### config.mk
export PLATFORM = sky130hd
export DESIGN_NAME = ccap_addr_path
export DESIGN_NICKNAME = d
export VERILOG_FILES = /design/src/ccap_pkg.sv /design/src/ccap_addr_path.sv
export SDC_FILE = /design/constraint.sdc
export NUM_CORES = 1
export LEC_CHECK = 0
export ABC_AREA = 1
export BUFFER_PORTS_ARGS = -buffer_cell sky130_fd_sc_hd__buf_2
export CAP_MARGIN = 20
export CORE_MARGIN = 4
export CORE_UTILIZATION = 49
export CTS_BUF_LIST = sky130_fd_sc_hd__clkbuf_8
export CTS_CLUSTER_SIZE = 12
export DETAILED_ROUTE_END_ITERATION = 7
export PLACE_DENSITY = 0.82
export SLEW_MARGIN = 0
export SYNTH_ARGS = -nofsm -noshare
export SYNTH_HDL_FRONTEND = slang
export SYNTH_SLANG_ARGS = --single-unit
### constraint.sdc
create_clock -name mclk -period 1.6 [get_ports mclk]
set_clock_uncertainty 0.15 [all_clocks]
set_input_delay 0.08 -clock mclk [delete_from_list [all_inputs] [get_ports mclk]]
set_output_delay 0.08 -clock mclk [all_outputs]
set_load 0.01 [all_outputs]
### src/ccap_pkg.sv
// Purpose: Shared constants for the cache controller processor address path.
// Assumes: One processor clock, synchronous active-high reset.
// Notes: Address widths and the interrupt-controller window live here.
package ccap_pkg;
	// Width of the processor physical address bus.
	localparam int CCAP_AW = 32;
	// Lowest address bit driven during an inquire.
	localparam int CCAP_INQ_LSB = 5;
	// Lowest address bit the processor releases under address hold.
	localparam int CCAP_HOLD_LSB = 3;
	// Number of byte enables on the processor bus.
	localparam int CCAP_BE_W = 8;
	// Interrupt-controller window, inclusive bounds (36-bit space, low 32 bits used).
	localparam logic [31:0] CCAP_INTC_LO = 32'hfee0_0000;
	localparam logic [31:0] CCAP_INTC_HI = 32'hfee0_03ff;
	// Edges from the inquire strobe clock to a synchronised processor check answer.
	localparam int CCAP_CHK_LAT = 5;
	// Controller sequencing states.
	typedef enum logic [2:0] {
		CCAP_IDLE,
		CCAP_HOLD,
		CCAP_DRIVE,
		CCAP_SAMPLE
	} ccap_state_t;
	// Memory bus cycle ownership states.
	typedef enum logic [1:0] {
		CCAP_MB_FREE,
		CCAP_MB_OWN,
		CCAP_MB_COMMIT
	} ccap_mb_t;
endpackage : ccap_pkg

### src/ccap_addr_path.sv
// Purpose: Address path of a second-level cache controller at the processor bus.
// Assumes: Processor bus shares mclk; pins are synchronised anyway for safety.
// Notes: Address and parity pins are split into in, out and output enable.
//
// Summary of operation
// - Controller drives inquire address on bits 31:5.
// - Controller asserts address hold for inquires, back-invalidations.
// - Controller drives even parity with inquire strobe.
// - Controller flags a processor address parity error for cycles that start while the inquire sequencer is idle.
// - Decode output active inside interrupt-controller window.
// - Controller owns and may abort before commitment.
// - After commitment controller never aborts the cycle.
// - Commit pin doubles as drive-strength configuration.
// - Shared configuration pin sampled once, at the first clock edge after reset falls.
// - Hash-named signals active low, others active high.
`timescale 1ns/1ps
`default_nettype none
module ccap_addr_path
	import ccap_pkg::*;
(
	input wire logic mclk,
	input wire logic rst,
	input wire logic cycle_start_strobe_ctrl_n,
	input wire logic cycle_start_strobe_sram_n,
	input wire logic [CCAP_AW-1:0] cpu_addr_in,
	input wire logic address_parity_in,
	input wire logic [CCAP_BE_W-1:0] byte_enable_n,
	input wire logic cpu_parity_check_n,
	input wire logic transfer_commit_n,
	input wire logic inquire_req,
	input wire logic backinv_req,
	input wire logic [CCAP_AW-1:0] inquire_addr,
	input wire logic mb_cycle_start,
	input wire logic mb_snoop_hit,
	output logic [CCAP_AW-1:0] cpu_addr_out,
	output logic cpu_addr_oe,
	output logic address_parity_out,
	output logic address_parity_oe,
	output logic address_hold,
	output logic external_inquire_strobe_n,
	output logic ctrl_parity_error_n,
	output logic intc_window_decode_n,
	output logic [CCAP_BE_W-1:0] latched_byte_enable_n,
	output logic mb_abort,
	output logic mb_committed,
	output logic drive_strength_cfg,
	output logic inquire_done,
	output logic cpu_check_error
);
	////////////////////////////////////////////////////////////////////////////
	// All state of the block in one record.
	typedef struct packed {
		logic [1:0] ads_sync;                  // Strobe synchroniser, [0] first.
		logic [1:0] bgt_sync;                  // Commit pin synchroniser.
		logic [1:0] chk_sync;                  // Processor parity check synchroniser.
		logic [CCAP_AW-1:0] addr_s1;           // Address first stage.
		logic [CCAP_AW-1:0] addr_s2;           // Address second stage.
		logic [1:0] ap_sync;                   // Parity pin synchroniser.
		logic [CCAP_BE_W-1:0] be_s1;           // Byte enable first stage.
		logic [CCAP_BE_W-1:0] be_s2;           // Byte enable second stage.
		ccap_state_t st;                       // Inquire sequencer.
		ccap_mb_t mb;                          // Memory bus ownership.
		logic [CCAP_AW-1:0] inq_addr;          // Latched inquire address.
		logic inq_kind;                        // High for inquire, low back-invalidate.
		logic cfg_drv;                         // Drive strength strap.
		logic cfg_armed;                       // Strap still to be caught.
		logic perr_n;                          // Registered parity error output.
		logic intc_n;                          // Registered window decode.
		logic [CCAP_BE_W-1:0] be_lat;          // Byte enables of current cycle.
		logic abort;                           // Abort pulse to memory bus logic.
		logic done;                            // Inquire completion pulse.
		logic cpu_err;                         // Processor reported parity error.
		logic [1:0] cfg_fill;                  // Fills with ones as the commit sync fills.
		logic [CCAP_CHK_LAT-1:0] chk_win;      // Marks the clock a check answer is due.
	} ccap_reg_t;

	ccap_reg_t s_q;
	ccap_reg_t s_d;

	// Even parity means the address plus parity has an even count of ones.
	function automatic logic ccap_even(input logic [CCAP_AW-1:0] a);
		ccap_even = ^a[CCAP_AW-1:CCAP_HOLD_LSB];
	endfunction : ccap_even

	////////////////////////////////////////////////////////////////////////////
	// Next-state logic for the whole block.
	always_comb begin
		logic cyc_start;
		logic commit;
		cyc_start = 1'b0;
		commit = 1'b0;
		s_d = s_q;
		// Pins pass two flops before anything reads them.
		s_d.ads_sync = {s_q.ads_sync[0], ~cycle_start_strobe_ctrl_n};
		s_d.bgt_sync = {s_q.bgt_sync[0], ~transfer_commit_n};
		s_d.chk_sync = {s_q.chk_sync[0], ~cpu_parity_check_n};
		s_d.addr_s1 = cpu_addr_in;
		s_d.addr_s2 = s_q.addr_s1;
		s_d.ap_sync = {s_q.ap_sync[0], address_parity_in};
		s_d.be_s1 = byte_enable_n;
		s_d.be_s2 = s_q.be_s1;
		cyc_start = s_q.ads_sync[1];
		s_d.abort = 1'b0;
		s_d.done = 1'b0;
		// The processor answers two clocks after the strobe, then the pin crosses two flops,
		// so a window bit is walked alongside instead of waiting in a state.
		s_d.chk_win = {s_q.chk_win[CCAP_CHK_LAT-2:0], (s_q.st == CCAP_DRIVE)};
		s_d.cpu_err = s_q.chk_sync[1] && s_q.chk_win[CCAP_CHK_LAT-1];
		// The strap is taken once the synchroniser holds a sample from after reset.
		// Limitation: the strap level must still stand at the first clock edge after reset falls.
		s_d.cfg_fill = {s_q.cfg_fill[0], 1'b1};
		if (s_q.cfg_armed && s_q.cfg_fill[1]) begin
			s_d.cfg_drv = ~s_q.bgt_sync[1];
			s_d.cfg_armed = 1'b0;
		end
		commit = s_q.bgt_sync[1] && !s_q.cfg_armed;
		// Parity, decode and byte enables are taken for each processor cycle that starts while the inquire sequencer is idle.
		if (cyc_start && s_q.st == CCAP_IDLE) begin
			s_d.perr_n = ~(ccap_even(s_q.addr_s2) ^ s_q.ap_sync[1]);
			s_d.intc_n = ~((s_q.addr_s2 >= CCAP_INTC_LO) &&
				(s_q.addr_s2 <= CCAP_INTC_HI));
			s_d.be_lat = s_q.be_s2;
		end
		// Inquire sequencer: hold, drive address and parity, then sample.
		unique case (s_q.st)
			CCAP_IDLE: begin
				if (inquire_req || backinv_req) begin
					s_d.st = CCAP_HOLD;
					s_d.inq_addr = inquire_addr;
					s_d.inq_kind = inquire_req;
				end
			end
			CCAP_HOLD: begin
				// Processor releases the address one clock after hold.
				s_d.st = CCAP_DRIVE;
			end
			CCAP_DRIVE: begin
				s_d.st = CCAP_SAMPLE;
			end
			CCAP_SAMPLE: begin
				// Hold drops once the inquire address and parity have been sampled.
				s_d.st = CCAP_IDLE;
				s_d.done = 1'b1;
			end
		endcase
		// Memory bus ownership: abort only before commitment.
		unique case (s_q.mb)
			CCAP_MB_FREE: begin
				if (mb_cycle_start) begin
					s_d.mb = CCAP_MB_OWN;
				end
			end
			CCAP_MB_OWN: begin
				if (commit) begin
					s_d.mb = CCAP_MB_COMMIT;
				end else if (mb_snoop_hit) begin
					s_d.abort = 1'b1;
					s_d.mb = CCAP_MB_FREE;
				end
			end
			CCAP_MB_COMMIT: begin
				// Controller is free again for new work once committed.
				if (mb_cycle_start) begin
					s_d.mb = CCAP_MB_OWN;
				end else begin
					s_d.mb = CCAP_MB_FREE;
				end
			end
			default: begin
				s_d.mb = CCAP_MB_FREE;
			end
		endcase
	end

	////////////////////////////////////////////////////////////////////////////
	// State register; reset loads constants only.
	always_ff @(posedge mclk) begin
		if (rst) begin
			s_q <= '0;
			s_q.st <= CCAP_IDLE;
			s_q.mb <= CCAP_MB_FREE;
			s_q.cfg_armed <= 1'b1;
			s_q.perr_n <= 1'b1;
			s_q.intc_n <= 1'b1;
			s_q.be_lat <= '1;
		end else begin
			s_q <= s_d;
		end
	end

	////////////////////////////////////////////////////////////////////////////
	// Outputs.
	assign address_hold = (s_q.st != CCAP_IDLE);
	assign cpu_addr_oe = (s_q.st == CCAP_DRIVE);
	assign cpu_addr_out = {s_q.inq_addr[CCAP_AW-1:CCAP_INQ_LSB], {CCAP_INQ_LSB{1'b0}}};
	assign address_parity_oe = (s_q.st == CCAP_DRIVE);
	assign address_parity_out = ccap_even(cpu_addr_out);
	assign external_inquire_strobe_n = ~(s_q.st == CCAP_DRIVE);
	assign ctrl_parity_error_n = s_q.perr_n;
	assign intc_window_decode_n = s_q.intc_n;
	assign latched_byte_enable_n = s_q.be_lat;
	assign mb_abort = s_q.abort;
	assign mb_committed = (s_q.mb == CCAP_MB_COMMIT);
	assign drive_strength_cfg = s_q.cfg_drv;
	assign inquire_done = s_q.done;
	assign cpu_check_error = s_q.cpu_err;
endmodule : ccap_addr_path
`default_nettype wire

After elaboration in Yosys (flattened, before gate mapping)
Cells that the tools add are included.
{"block": "totals", "register_bits": 147, "input_bits": 83, "output_inout_bits": 52, "word_cells": 66}
{"block": "classes", "order_cmp": 2, "eq_ne": 8, "n_mux": 10, "bitwise": 9, "reduce_logical": 15}
{"operator": "29-bit parity", "count": 2}
{"operator": "32-bit greater-or-equal comparator (second input constant)", "count": 1}
{"operator": "32-bit <= comparator (second input constant)", "count": 1}
{"operator": "3-bit case mux with 4 select lines", "count": 1}
{"operator": "1-bit NOT", "count": 8}
{"operator": "3-bit by 2-bit equality test with 1-bit output (second input constant)", "count": 2}
{"operator": "2-bit 2-to-1 mux", "count": 3}
{"operator": "6-bit 2-to-1 mux", "count": 1}
{"operator": "2-bit case mux with 3 select lines", "count": 1}
{"operator": "1-bit logical AND", "count": 5}
{"operator": "2-bit AND reduction", "count": 2}
{"operator": "3-bit by 1-bit equality test with 1-bit output (second input constant)", "count": 1}
{"operator": "3-bit zero test", "count": 1}
{"operator": "1-bit 2-to-1 mux", "count": 3}
{"operator": "3-bit 2-to-1 mux", "count": 1}
{"operator": "3-bit != test (second input constant)", "count": 1}
{"operator": "3-bit nonzero test", "count": 1}
{"operator": "3-bit OR reduction", "count": 1}
{"operator": "2-bit by 1-bit equality test with 1-bit output (second input constant)", "count": 1}
{"operator": "2-bit equality test (second input constant)", "count": 1}
{"operator": "2-bit zero test", "count": 1}
{"operator": "2-bit by 1-bit != test with 1-bit output (second input constant)", "count": 1}
{"operator": "2-bit != test (second input constant)", "count": 1}
{"operator": "1-bit zero test", "count": 1}
{"operator": "2 further kinds", "count": 2}

Longest topological paths before layout
{"block": "logic_depth", "depth_word": 4, "mapped_depth": 14, "depth_no_buf": 14}

Worst setup path before layout
OpenSTA, ideal clock, no wires.
{"block": "synth_path", "kind": "register -> register", "start": "register s_q[57] (netlist name)", "end": "register s_q (netlist bit intc_window_decode_n)", "setup_time_ns": 0.125, "t_arrival_ns": 1.230, "required_ns": 1.325, "path_slack_ns": 0.094, "stages_incl_launch_ff": 10, "n_path_buf": 0, "synth_period_minus_slack_ns": 1.506, "cell_sequence": "dfxtp_1 -> inv_1 -> ha_1 -> nand2_1 -> inv_2 -> nand3_1 -> nor3_1 -> nand3_1 -> o21ai_1 -> nand2_1"}
{"block": "synth_via", "elab_chain_cells": 2}
{"item": "from (decl)", "line": "ccap_addr_path.sv:77", "rtl": "ccap_reg_t s_q;"}
{"item": "3-bit zero test", "line": "ccap_addr_path.sv:118", "rtl": "if (cyc_start && s_q.st == CCAP_IDLE) begin"}
{"item": "1-bit logical AND", "line": "ccap_addr_path.sv:118"}
No other way between the ends.
A chain may end at the register's enable or synchronous reset.

Worst setup path after layout
{"block": "layout_path", "start": "register s_q (netlist bit cpu_addr_out[7])", "end": "output port address_parity_out"}
{"block": "layout_via", "elab_chain_cells": 1}
{"item": "29-bit parity", "line": "ccap_addr_path.sv:82", "rtl": "ccap_even = ^a[CCAP_AW-1:CCAP_HOLD_LSB];"}
{"item": "to (decl)", "line": "ccap_addr_path.sv:37", "rtl": "output logic address_parity_out,"}
No other way between the ends.

==> flow_metrics.env <==
export IMPL_p_clk_frac=0.250
export IMPL_tns_ns=-0.462
export IMPL_std_cell_rows=37
export IMPL_dieArea_um2=12600
export IMPL_p_sw_frac=0.349
export IMPL_io_buffers=120
export IMPL_nFillCells=781
export IMPL_numCtsBuffers=17
export IMPL_grt_pass1_vias=4258
export IMPL_htreeDepth=4
export IMPL_hold_ws_ns=0.202
export IMPL_die_width_um=112
export IMPL_arrival_ns=1.83
export IMPL_drv_slew=0
export IMPL_cts_sinks=135
export IMPL_die_y_um=112
export IMPL_required_ns=1.37
export IMPL_clk_path_buf_depth=2
export IMPL_seqPwrFrac=0.396
export IMPL_cts_tree="yes"
export IMPL_rsz0062_at_grt="yes"
export IMPL_grt_usage=0.188
export IMPL_postSynthCellCount=704
export IMPL_period_share=1.29
export IMPL_vias=4416
export IMPL_end_kind="output pin"
export IMPL_num_antenna_cells=0
export IMPL_clk_latency_ns=0.42
export IMPL_startpoint_type="flip-flop"
export IMPL_dp_hpwl_um=6710
export IMPL_min_period_ns=2.06
export IMPL_clock_fmax_mhz=485
export IMPL_intPower_mw=6.83
export IMPL_start_util=0.508
export IMPL_peakVddDrop_mv=1.65
export IMPL_cap_viol_max_count=0
export IMPL_clock_root_buffer="clkbuf_8"
export IMPL_viasPerCell=4.31
export IMPL_yosysUniqueCellTypes=26
export IMPL_grt_pass1_wl_um=19000
export IMPL_io_pins=135
export IMPL_clkSlewWorstSetupHoldPaths_ns=0.07
export IMPL_detail_route_antenna_nets=0
export IMPL_p_leak_nw=3.61
export IMPL_status="finished with violations"
export IMPL_antenna_found_initial=0
export IMPL_hold_viol=0
export IMPL_wl_met1_um=4640
export IMPL_yosysSeqAreaShare=0.509
export IMPL_setup_violations=1
export IMPL_reg2reg_depth=6
export IMPL_final_setup_worst_slack_ns=-0.462
export IMPL_violations="negative setup slack"
export IMPL_switchingPower_mw=3.66
export IMPL_top_layer_used="met4"
export IMPL_wl_um=11700
export IMPL_grt_max_degree=46
export IMPL_ys_warn_count=0
export IMPL_wl_per_cell_um=11.4
export IMPL_drtIter0Drc=228
export IMPL_synthToLayoutAreaGrowth_pct=34.5
export IMPL_grt_ovfl_total=0
export IMPL_cp_max_fo=2
export IMPL_nets=962
export IMPL_hold_path_depth=3
export IMPL_drive_gt1_frac=0.245
export IMPL_core_um2=10500
export IMPL_avgSynthCellArea_um2=7.55
export IMPL_ys_seq_elements=135
export IMPL_wl_met3_um=492
export IMPL_hold_class="in2reg"
export IMPL_pwr_share_comb=0.354
export IMPL_power_density_nw_per_um2=1470
export IMPL_globalplace_congestion=0.790
export IMPL_critPathKind="reg2out"
export IMPL_wl_met2_um=6160
export IMPL_drc=0
export IMPL_drtPass1Iterations=4
export IMPL_synthesis_area_um2=5310
[cells in the mapped netlist]
cell type / count / area (µm²)
nor2_1: 151 / 567
dfxtp_1: 135 / 2700
inv_1: 127 / 477
nand2_1: 120 / 450
buf_4: 41 / 308
nand3_1: 22 / 110
o21ai_1: 21 / 105
xnor2_1: 17 / 149
clkbuf_1: 15 / 56.3
o21ai_0: 9 / 45.0
xor2_1: 9 / 78.8
inv_2: 6 / 22.5
buf_2: 5 / 25.0
a21oi_1: 4 / 20.0
nand2_2: 4 / 25.0
xnor2_2: 4 / 65.1
ha_1: 3 / 37.5
nand4_1: 2 / 12.5
nor4_1: 2 / 12.5
a311oi_1: 1 / 8.76
conb_1: 1 / 3.75
nand3b_1: 1 / 7.51
nor3_1: 1 / 5.00
o211ai_1: 1 / 7.51
or2_0: 1 / 6.26
or2_1: 1 / 6.26
[registers in the layout, indices dropped and copies added (netlist names)]
register	count
s_q	48
s_d	46
cpu_addr_out	27
latched_byte_enable_n	8
cpu_check_error	1
ctrl_parity_error_n	1
drive_strength_cfg	1
inquire_done	1
intc_window_decode_n	1
mb_abort	1
[final timing paths]
kind	start	endpoint	slack (ns)
min reg2reg	s_d[103]	s_q[103]	0.25
max	cpu_addr_out[7]	address_parity_out	-0.46
min	cpu_parity_check_n	s_d[143]	0.20
max reg2reg	s_q[58]	cpu_addr_out[7]	0.09
[what timing repair did]
action                                 4_1_cts  5_1_grt
setup buffers                                5        2
endpoints found under the hold margin       79        0
setup endpoints to repair                    2       15
hold buffers                                75        0
pin swaps                                   12        8
gates resized for setup                     19       27
[final cells by class]
class	count	area [µm²]	area share
Sequential cell	135	2730	0.382
Multi-Input combinational cell	379	1880	0.263
Timing Repair Buffer	210	1490	0.208
Inverter	133	502	0.0702
Clock buffer	20	275	0.0385
Tap cell	136	170	0.0238
Clock inverter	12	104	0.0145
[critical path, cell delays in order (launching register included)]
cell and delay, ns:
dfxtp_4 0.37, xor2_4 0.19, xnor2_2 0.15, or2_1 0.25, nand2_2 0.08, inv_2 0.04
nand2_2 0.05, nand2_1 0.05, nand2_1 0.05, nand2_1 0.05, buf_2 0.13
[layer usage]
| layer | GRT usage | up-vias |
|---|---|---|
| met2 | 0.347 | 116 |
| met5 | 0 | - |
| met1 | 0.197 | 1920 |
| met4 | 0.0929 | 0 |
| li1 | - | 2343 |
| met3 | 0.0474 | 37 |
[placed cells by master (no fill, tap or decap), types with 3 or more instances in the layout]
cell type      synthesis  layout
a21oi_1                4       4
buf_2                  5     120
buf_4                 41      13
clkbuf_8               0      20
clkinv_2               0       3
clkinvlp_4             0       5
conb_1                 1       5
dfxtp_1              135     121
dfxtp_2                0      11
dfxtp_4                0       3
dlygate4sd3_1          0      75
inv_1                127     125
inv_2                  6       8
nand2_1              120     115
nand2_2                4       9
nand3_1               22      22
nor2_1               151     149
o21ai_0                9       9
o21ai_1               21      21
xnor2_1               17       9
xnor2_2                4      12
xor2_1                 9       6
[power groups by stage]
stage / clock network (mW) / logic [mW] / registers (mW)
after global routing: 2.84 / 4.10 / 4.20
after global placement: 0 / 3.06 / 4.09
after CTS: 2.69 / 3.44 / 4.08
after floorplan: 0 / 2.65 / 4.07
after detailed placement: 0 / 3.14 / 4.11
final: 2.62 / 3.71 / 4.15
[per-stage QoR]
step	setup slack, ns	power, mW	cells	instance area, µm²	util
floorplan	0.0945	6.71	708	5330	-
global placement	0.0422	7.15	911	5800	0.554
detailed placement	0.0119	7.25	911	5800	0.554
CTS	-0.396	10.2	1023	7040	0.673
global route	-0.550	11.1	1025	7150	0.683
finish	-0.462	10.5	1025	7150	0.683
[logic make-up (layout without fill, tap and decap cells)]
| logic type | Yosys count | count (layout) | synth area share |
|---|---|---|---|
| flip-flops | 135 | 135 | 0.509 |
| other | 1 | 5 | 0.000706 |
| AO/OA/AOI/OAI | 36 | 36 | 0.0351 |
| XOR/XNOR | 30 | 30 | 0.0551 |
| buffers and inverters | 194 | 375 | 0.167 |
| AND/OR/NAND/NOR | 305 | 305 | 0.226 |
| adder cells (fa/ha/maj) | 3 | 3 | 0.00706 |
Note: power is estimated with default switching activity, not from simulation.
